File: src/dcf_pkg.sv
package dcf_pkg;
  localparam logic [7:0] ADDR_CTRL    = 8'h00;
  localparam logic [7:0] ADDR_STATUS  = 8'h04;
  localparam logic [7:0] ADDR_IRQ_CLR = 8'h08;
  localparam logic [7:0] ADDR_IRQ_EN  = 8'h0C;
  localparam logic [7:0] ADDR_CHAN    = 8'h10;
  localparam int BIT_START       = 31;
  localparam int BIT_NORMAL_IE   = 23;
  localparam int BIT_ABNORMAL_IE = 22;
  localparam int BIT_RSVD21      = 21;
  localparam int BIT_BIG_ENDIAN  = 17;
  localparam int BIT_SOURCE_SEL  = 14;
  localparam int BIT_POLARITY    = 13;
  localparam int BIT_LEVEL_MODE  = 12;
  localparam logic RST_NORMAL_IE   = 1'h1;
  localparam logic RST_ABNORMAL_IE = 1'h1;
  localparam logic RST_RSVD21      = 1'h1;
  localparam logic RST_BIG_ENDIAN  = 1'h1;
  localparam logic RST_SOURCE_SEL  = 1'h0;
  localparam logic RST_POLARITY    = 1'h0;
  localparam logic RST_LEVEL_MODE  = 1'h0;
  localparam int IRQ_W            = 3;
  localparam int IRQ_NORMAL       = 0;
  localparam int IRQ_ABNORMAL     = 1;
  localparam int IRQ_EXT_REQ      = 2;
  localparam logic [IRQ_W-1:0] RST_IRQ_EN = 3'h0;
  localparam logic [1:0]       REQ_SETTLE = 2'h2;
  typedef enum logic [1:0] {
    DCF_IDLE  = 2'b00,
    DCF_READY = 2'b01,
    DCF_XFER  = 2'b10
  } dcf_ch_state_t;
endpackage

File: src/dcf_req_if.sv
`timescale 1ns/100ps
interface dcf_req_if;
  logic source_sel;
  logic polarity_sel;
  logic level_mode;
  logic request;
  modport ctl (output source_sel, output polarity_sel, output level_mode, input request);
  modport det (input source_sel, input polarity_sel, input level_mode, output request);
endinterface

File: src/dcf_channel_ctrl.sv
`timescale 1ns/100ps
module dcf_channel_ctrl (
  input  wire logic                core_clk_in,
  input  wire logic                rstn_in,
  input  wire logic                psel_in,
  input  wire logic                penable_in,
  input  wire logic                pwrite_in,
  input  wire logic [7:0]          paddr_in,
  input  wire logic [31:0]         pwdata_in,
  output logic      [31:0]         prdata_out,
  output logic                     pready_out,
  output logic                     pslverr_out,
  input  wire logic                ext_transfer_request_in,
  input  wire logic                normal_done_in,
  input  wire logic                abnormal_done_in,
  output logic                     transfer_request_out,
  output logic                     big_endian_out,
  output dcf_pkg::dcf_ch_state_t   channel_state_out,
  output logic                     irq_out
);
  import dcf_pkg::*;

  // ==========================================================
  // state
  // ==========================================================
  typedef struct packed {
    logic              normal_ie;
    logic              abnormal_ie;
    logic              rsvd21;
    logic              big_endian;
    logic              source_sel;
    logic              polarity_sel;
    logic              level_mode;
    dcf_ch_state_t     state;
    logic              xfer_req;
    logic [1:0]        settle;
    logic [IRQ_W-1:0]  irq_en;
    logic [IRQ_W-1:0]  irq_clr;
    logic              pready;
    logic              pslverr;
    logic [31:0]       prdata;
  } dcf_top_st_t;

  dcf_top_st_t      st;
  dcf_top_st_t      next_st;
  logic [IRQ_W-1:0] irq_status;
  logic [IRQ_W-1:0] irq_event;
  logic             access;
  logic             commit;
  logic             wr_commit;
  logic             addr_hit;
  logic             start_wr;
  logic             ctrl_wr;
  logic             ext_req;
  logic             ext_ok;
  logic [31:0]      ctrl_rd;
  logic [31:0]      rd_data;

  dcf_req_if req_bus ();

  // ==========================================================
  // submodules
  // ==========================================================
  dcf_req_detect u_req_detect (
    .core_clk_in             (core_clk_in),
    .rstn_in                 (rstn_in),
    .ext_transfer_request_in (ext_transfer_request_in),
    .req                     (req_bus.det)
  );

  dcf_irq_status #(
    .N (IRQ_W)
  ) u_irq_status (
    .core_clk_in (core_clk_in),
    .rstn_in     (rstn_in),
    .event_in    (irq_event),
    .enable_in   (st.irq_en),
    .clear_in    (st.irq_clr),
    .status_out  (irq_status),
    .irq_out     (irq_out)
  );

  assign req_bus.source_sel   = st.source_sel;
  assign req_bus.polarity_sel = st.polarity_sel;
  assign req_bus.level_mode   = st.level_mode;
  assign ext_req              = req_bus.request;

  // ==========================================================
  // bus decode
  // ==========================================================
  // first access cycle loads the answer, second one completes;
  // writes land only on the edge where the master sees pready
  assign access    = psel_in & penable_in & ~st.pready;
  assign commit    = psel_in & penable_in & st.pready;
  assign wr_commit = commit & pwrite_in & ~st.pslverr;
  assign ctrl_wr   = wr_commit & (paddr_in == ADDR_CTRL);

  always_comb
  begin
    addr_hit = 1'b0;
    unique case (paddr_in)
      ADDR_CTRL:    addr_hit = 1'b1;
      ADDR_STATUS:  addr_hit = 1'b1;
      ADDR_IRQ_CLR: addr_hit = 1'b1;
      ADDR_IRQ_EN:  addr_hit = 1'b1;
      ADDR_CHAN:    addr_hit = 1'b1;
      default:      addr_hit = 1'b0;
    endcase
  end

  assign start_wr = ctrl_wr & pwdata_in[BIT_START];

  // ==========================================================
  // read view
  // ==========================================================
  // the start bit always reads 0; reserved bits other than 21 read 0
  always_comb
  begin
    ctrl_rd                  = 32'h0000_0000;
    ctrl_rd[BIT_NORMAL_IE]   = st.normal_ie;
    ctrl_rd[BIT_ABNORMAL_IE] = st.abnormal_ie;
    ctrl_rd[BIT_RSVD21]      = st.rsvd21;
    ctrl_rd[BIT_BIG_ENDIAN]  = st.big_endian;
    ctrl_rd[BIT_SOURCE_SEL]  = st.source_sel;
    ctrl_rd[BIT_POLARITY]    = st.polarity_sel;
    ctrl_rd[BIT_LEVEL_MODE]  = st.level_mode;
  end

  always_comb
  begin
    rd_data = 32'h0000_0000;
    unique case (paddr_in)
      ADDR_CTRL:
      begin
        rd_data = ctrl_rd;
      end
      ADDR_STATUS:
      begin
        rd_data[IRQ_W-1:0] = irq_status;
      end
      ADDR_IRQ_CLR:
      begin
        // write-only: clearing has no state to show
        rd_data = 32'h0000_0000;
      end
      ADDR_IRQ_EN:
      begin
        rd_data[IRQ_W-1:0] = st.irq_en;
      end
      ADDR_CHAN:
      begin
        rd_data[1:0] = st.state;
      end
      default:
      begin
        rd_data = 32'h0000_0000;
      end
    endcase
  end

  // ==========================================================
  // request guard
  // ==========================================================
  // for two cycles after a control write the detector output is still
  // formed with the old polarity and level/edge setting, so a stale
  // request could arm a transfer at the wrong pin level; it is held off
  // meanwhile. limitation: a genuine edge inside those two cycles is
  // lost, while a level request is merely seen a little later
  assign ext_ok = ext_req & (st.settle == 2'h0);

  // ==========================================================
  // interrupt events
  // ==========================================================
  // completion events are dropped, not deferred, while their enable is 0
  always_comb
  begin
    irq_event               = '0;
    irq_event[IRQ_NORMAL]   = normal_done_in & st.normal_ie;
    irq_event[IRQ_ABNORMAL] = abnormal_done_in & st.abnormal_ie;
    irq_event[IRQ_EXT_REQ]  = ext_ok & (st.state == DCF_READY);
  end

  // ==========================================================
  // next state
  // ==========================================================
  always_comb
  begin
    next_st          = st;
    next_st.xfer_req = 1'b0;
    next_st.irq_clr  = '0;

    // bus answer
    if (access)
    begin
      next_st.pready  = 1'b1;
      next_st.pslverr = ~addr_hit;
      next_st.prdata  = pwrite_in ? 32'h0000_0000 : rd_data;
    end
    else if (commit)
    begin
      next_st.pready  = 1'b0;
      next_st.pslverr = 1'b0;
      next_st.prdata  = 32'h0000_0000;
    end

    // register writes
    if (wr_commit)
    begin
      unique case (paddr_in)
        ADDR_CTRL:
        begin
          next_st.normal_ie    = pwdata_in[BIT_NORMAL_IE];
          next_st.abnormal_ie  = pwdata_in[BIT_ABNORMAL_IE];
          next_st.rsvd21       = pwdata_in[BIT_RSVD21];
          next_st.big_endian   = pwdata_in[BIT_BIG_ENDIAN];
          next_st.source_sel   = pwdata_in[BIT_SOURCE_SEL];
          next_st.polarity_sel = pwdata_in[BIT_POLARITY];
          next_st.level_mode   = pwdata_in[BIT_LEVEL_MODE];
        end
        ADDR_IRQ_CLR:
        begin
          next_st.irq_clr = pwdata_in[IRQ_W-1:0];
        end
        ADDR_STATUS:
        begin
          // read-only; the write completes without error and is dropped
          next_st.irq_clr = '0;
        end
        ADDR_CHAN:
        begin
          // the state belongs to the sequencer below
          next_st.irq_clr = '0;
        end
        ADDR_IRQ_EN:
        begin
          next_st.irq_en = pwdata_in[IRQ_W-1:0];
        end
        default:
        begin
          next_st.irq_clr = '0;
        end
      endcase
    end

    // request guard countdown
    if (ctrl_wr)
    begin
      next_st.settle = REQ_SETTLE;
    end
    else if (st.settle != 2'h0)
    begin
      next_st.settle = st.settle - 2'h1;
    end

    // channel sequencing
    unique case (st.state)
      DCF_IDLE:
      begin
        // the new request mode is used, so start and mode may share one write
        if (start_wr)
        begin
          if (next_st.source_sel)
          begin
            next_st.state = DCF_READY;
          end
          else
          begin
            next_st.state    = DCF_XFER;
            next_st.xfer_req = 1'b1;
          end
        end
      end
      DCF_READY:
      begin
        // polarity and edge only shape ext_req, which is 0 in internal mode
        if (ext_ok)
        begin
          next_st.state    = DCF_XFER;
          next_st.xfer_req = 1'b1;
        end
        else if (start_wr && !next_st.source_sel)
        begin
          next_st.state    = DCF_XFER;
          next_st.xfer_req = 1'b1;
        end
      end
      DCF_XFER:
      begin
        // abnormal ends the transfer just like normal; only the flag differs
        if (normal_done_in || abnormal_done_in)
        begin
          next_st.state = DCF_IDLE;
        end
      end
      default:
      begin
        next_st.state = DCF_IDLE;
      end
    endcase
  end

  // ==========================================================
  // registers
  // ==========================================================
  always_ff @(posedge core_clk_in)
  begin
    if (!rstn_in)
    begin
      st.normal_ie    <= RST_NORMAL_IE;
      st.abnormal_ie  <= RST_ABNORMAL_IE;
      st.rsvd21       <= RST_RSVD21;
      st.big_endian   <= RST_BIG_ENDIAN;
      st.source_sel   <= RST_SOURCE_SEL;
      st.polarity_sel <= RST_POLARITY;
      st.level_mode   <= RST_LEVEL_MODE;
      st.state        <= DCF_IDLE;
      st.xfer_req     <= 1'b0;
      st.settle       <= 2'h0;
      st.irq_en       <= RST_IRQ_EN;
      st.irq_clr      <= '0;
      st.pready       <= 1'b0;
      st.pslverr      <= 1'b0;
      st.prdata       <= 32'h0000_0000;
    end
    else
    begin
      st <= next_st;
    end
  end

  // ==========================================================
  // outputs
  // ==========================================================
  assign prdata_out           = st.prdata;
  assign pready_out           = st.pready;
  assign pslverr_out          = st.pslverr;
  assign transfer_request_out = st.xfer_req;
  assign big_endian_out       = st.big_endian;
  assign channel_state_out    = st.state;
endmodule

File: src/dcf_req_detect.sv
`timescale 1ns/100ps
module dcf_req_detect (
  input  wire logic core_clk_in,
  input  wire logic rstn_in,
  input  wire logic ext_transfer_request_in,
  dcf_req_if.det    req
);
  import dcf_pkg::*;
  typedef struct packed {
    logic [1:0] sync;
    logic       prev;
    logic       request;
  } dcf_det_st_t;
  dcf_det_st_t st;
  dcf_det_st_t next_st;
  logic        active;

  always_comb
  begin
    next_st = st;
    // only the second stage is looked at; the first may be metastable
    next_st.sync = {st.sync[0], ext_transfer_request_in};
    active = req.polarity_sel ? st.sync[1] : ~st.sync[1];
    next_st.prev = active;
    if (req.level_mode)
      next_st.request = req.source_sel & active;
    else
      next_st.request = req.source_sel & active & ~st.prev;
  end

  always_ff @(posedge core_clk_in)
  begin
    if (!rstn_in)
      st <= '0;
    else
      st <= next_st;
  end

  assign req.request = st.request;
endmodule

File: src/dcf_irq_status.sv
`timescale 1ns/100ps
module dcf_irq_status #(
  parameter int N = 3
) (
  input  wire logic         core_clk_in,
  input  wire logic         rstn_in,
  input  wire logic [N-1:0] event_in,
  input  wire logic [N-1:0] enable_in,
  input  wire logic [N-1:0] clear_in,
  output logic      [N-1:0] status_out,
  output logic              irq_out
);
  typedef struct packed {
    logic [N-1:0] status;
    logic         irq;
  } dcf_irq_st_t;
  dcf_irq_st_t st;
  dcf_irq_st_t next_st;

  always_comb
  begin
    next_st = st;
    // an event landing with its clear is kept: set beats clear
    next_st.status = (st.status & ~clear_in) | event_in;
    next_st.irq    = |(next_st.status & enable_in);
  end

  always_ff @(posedge core_clk_in)
  begin
    if (!rstn_in)
      st <= '0;
    else
      st <= next_st;
  end

  assign status_out = st.status;
  assign irq_out    = st.irq;
endmodule

File: config.mk
export PLATFORM = sky130hd
export DESIGN_NAME = dcf_channel_ctrl
export DESIGN_NICKNAME = d
export VERILOG_FILES = /design/src/dcf_pkg.sv /design/src/dcf_req_if.sv /design/src/dcf_channel_ctrl.sv /design/src/dcf_req_detect.sv /design/src/dcf_irq_status.sv
export SDC_FILE = /design/constraint.sdc
export NUM_CORES = 1
export LEC_CHECK = 0
export BUFFER_PORTS_ARGS = -buffer_cell sky130_fd_sc_hd__buf_2
export CAP_MARGIN = 30
export CORE_AREA = 5 5 66 68
export CTS_CLUSTER_SIZE = 12
export DETAILED_ROUTE_END_ITERATION = 10
export DIE_AREA = 0 0 71 73
export PLACE_DENSITY_LB_ADDON = 0.08
export SLEW_MARGIN = 20
export SYNTH_ARGS = -nofsm -noshare
export SYNTH_HDL_FRONTEND = slang
export SYNTH_SLANG_ARGS = --single-unit
File: constraint.sdc
create_clock -name core_clk_in -period 5.1 [get_ports core_clk_in]
set_input_delay 0.51 -clock core_clk_in [delete_from_list [all_inputs] [get_ports core_clk_in]]
set_output_delay 0.51 -clock core_clk_in [all_outputs]
set_load 0.02 [all_outputs]
==> impl_metrics.env <==
export IMPL_status="finished, final reports clean"
export IMPL_grt_pass1_wl_um=5820
export IMPL_clockBufferDepth=2
export IMPL_cts_hold_buf=0
export IMPL_finalCriticalPeriod_ps=2170
export IMPL_start_util_pct=45.9
export IMPL_ys_ff_latch=38
export IMPL_portBuffers=43
export IMPL_antenna_found_initial=0
export IMPL_cts_sinks=38
export IMPL_fp_row_count=23
export IMPL_synth_edf_count=0
export IMPL_die_h_um=73
export IMPL_final_area_um2=1900
export IMPL_relSlewSlack_pct=52.6
export IMPL_post_cts_resized=0
export IMPL_instances_no_fill=276
export IMPL_synth_area_per_cell_um2=8.86
export IMPL_worst_pin_slew_ps=708
export IMPL_setup_tns_ps=0
export IMPL_drive_gt1_share_pct=25.7
export IMPL_fillers=406
export IMPL_routedWlPerCell_um=12.9
export IMPL_power_density_nw_per_um2=285
export IMPL_fp_coreArea_um2=3800
export IMPL_track_usage_pct=14.1
export IMPL_max_freq_mhz=462
export IMPL_drv_slew=0
export IMPL_synth_commonest_cells="dfxtp_1, buf_4, nand2_1"
export IMPL_synth_largest_area_cell="dfxtp_1"
export IMPL_criticalPathCategory="in2reg"
export IMPL_critPathRequiredTime_ps=5320
export IMPL_drt_total_wl_um=3560
export IMPL_clk_pin_slew_ps=70
export IMPL_yosys_top_cells_area="dfxtp_1, buf_4, mux2i_1, nand2_1, a22oi_1"
export IMPL_netlist_area_um2=1750
export IMPL_critPathLaunchType="input pin"
export IMPL_place_hpwl_um=2670
export IMPL_hold_class="in2reg"
export IMPL_synth_top_area_share_pct=43.6
export IMPL_grt_ovfl_total=0
export IMPL_cp_end_kind="flop"
export IMPL_power_uw=540
export IMPL_crit_arrival_ps=2380
export IMPL_synth_ff_type="dfxtp_1"
export IMPL_max_cap_viol_count=0
export IMPL_postCtsSetupRepairBufs=0
export IMPL_io_pins=87
export IMPL_clk_insertion_delay_late_ps=280
export IMPL_worst_clock_skew_ps=4.70
export IMPL_async_reset_ff_share_pct=0
export IMPL_syn_inst=197
export IMPL_cp_max_fo=15
export IMPL_die_w_um=71
export IMPL_first_iter_violations=67
export IMPL_n_antenna_cell=0
export IMPL_die_area_um2=5180
export IMPL_hold_ws_ps=435
export IMPL_detail_route_antenna_nets=0
export IMPL_cts_tree="built"
export IMPL_grt_max_degree=29
export IMPL_synth_seq_area_share_pct=43.6
export IMPL_p_leak_uw=0.000880
export IMPL_gp_congestion=0.771
export IMPL_final_hold_violation_count=0
export IMPL_dpl_cell_count=269
export IMPL_fin_nets=274
export IMPL_yosysUniqueCellTypes=36
export IMPL_peakVddDrop_v=0.000195
export IMPL_drt_pass1_iter_count=4
export IMPL_yosysWarnings=0
export IMPL_ctsRootBufferMaster="clkbuf_8"
export IMPL_grt_pass1_vias=1309
export IMPL_postPlaceCellArea_um2=1820
export IMPL_final_setup_viol_count=0
export IMPL_cts_buffers=5
export IMPL_viasPerCell=4.86
export IMPL_yosysMostFrequentCell="dfxtp_1"
export IMPL_fin_crit_sh_pct=42.5
export IMPL_synthToLayoutAreaGrowth_pct=8.60
export IMPL_vias=1340
export IMPL_htreeDepth=2
export IMPL_rsz0062_at_grt="no"
export IMPL_drc_errors=0
[where the power goes]
group          leakage [uW]  switching, uW  internal, uW  total [uW]
registers          0.000308           2.27           300         303
logic              0.000529           35.3          14.2        49.6
clock network     0.0000438           96.1          91.6         188
total              0.000880            134           406         540
[sequential cells by signal (all words and copies together), names as in the netlist]
register / count
pslverr_out: 1
prdata_out: 10
req_bus.level_mode: 1
u_irq_status.irq_out: 1
u_irq_status.status_out: 3
channel_state_out: 2
u_req_detect.st: 2
big_endian_out: 1
ctrl_rd: 3
transfer_request_out: 1
pready_out: 1
req_bus.polarity_sel: 1
u_req_detect.req.request: 1
u_req_detect.next_st: 1
st: 8
req_bus.source_sel: 1
[final cells by class]
cell class	count	area, um^2	share of cell area, %
Sequential cell	38	761	40.1
Clock buffer	5	68.8	3.63
Timing Repair Buffer	43	215	11.4
Clock inverter	2	10.0	0.528
Multi-Input combinational cell	129	744	39.3
Tap cell	50	62.6	3.30
Inverter	9	33.8	1.78
[metrics by stage]
| step | utilization, % | setup WS [ps] |
|---|---|---|
| 6_report | 49.9 | 2930 |
| 5_1_grt | 49.9 | 2730 |
| 4_1_cts | 49.9 | 2890 |
| 3_5_place_dp | 47.8 | 2590 |
| 3_3_place_gp | 47.8 | 2590 |
| 2_1_floorplan | - | 3100 |
[placed cells by master, fill, tap and decap left out, types with 2 or more instances in the layout]
master / instances
nand3_1: 8
dfxtp_1: 38
o221ai_2: 2
a21oi_1: 3
and3_1: 3
o21ai_0: 2
conb_1: 22
xor2_1: 2
buf_2: 43
and2_1: 8
inv_2: 2
nor2_1: 14
mux2i_1: 9
clkinv_2: 2
nand2_1: 20
or3_4: 2
o21ai_1: 5
inv_1: 7
nand4_1: 3
nor4_1: 3
nor3_1: 2
a22oi_1: 7
clkbuf_8: 5
[kinds of logic after synthesis]
group	share of synthesized area, %
buffers and inverters	18.3
AOI/OAI and AO/OA	9.96
DFF	43.6
muxes	5.16
and+or+nand+nor	21.8
xor gates and xnor gates	1.00
other	0.215
[worst paths after layout]
kind / cells past startpoint / startpoint / endpoint / slack, ps
max: 5 / paddr_in[3] / channel_state_out[0] / 2930
min: 2 / ext_transfer_request_in / u_req_detect.next_st[3] / 430
max reg2reg: 4 / pready_out / channel_state_out[0] / 3160
min reg2reg: 1 / u_req_detect.next_st[3] / u_req_detect.st[3] / 440
[routing by layer]
metal  track usage [%]  wire (um)
met1              15.9       1550
met2              24.1       1680
met3              6.47        287
met4              4.18         34
met5                 0          0
[critical path, stage by stage]
cell and delay [ps]:
buf_2 140, nor4_1 380, nand4_1 660, or3_1 550, a21oi_1 130
No activity file was read; power rests on OpenSTA's default activity.
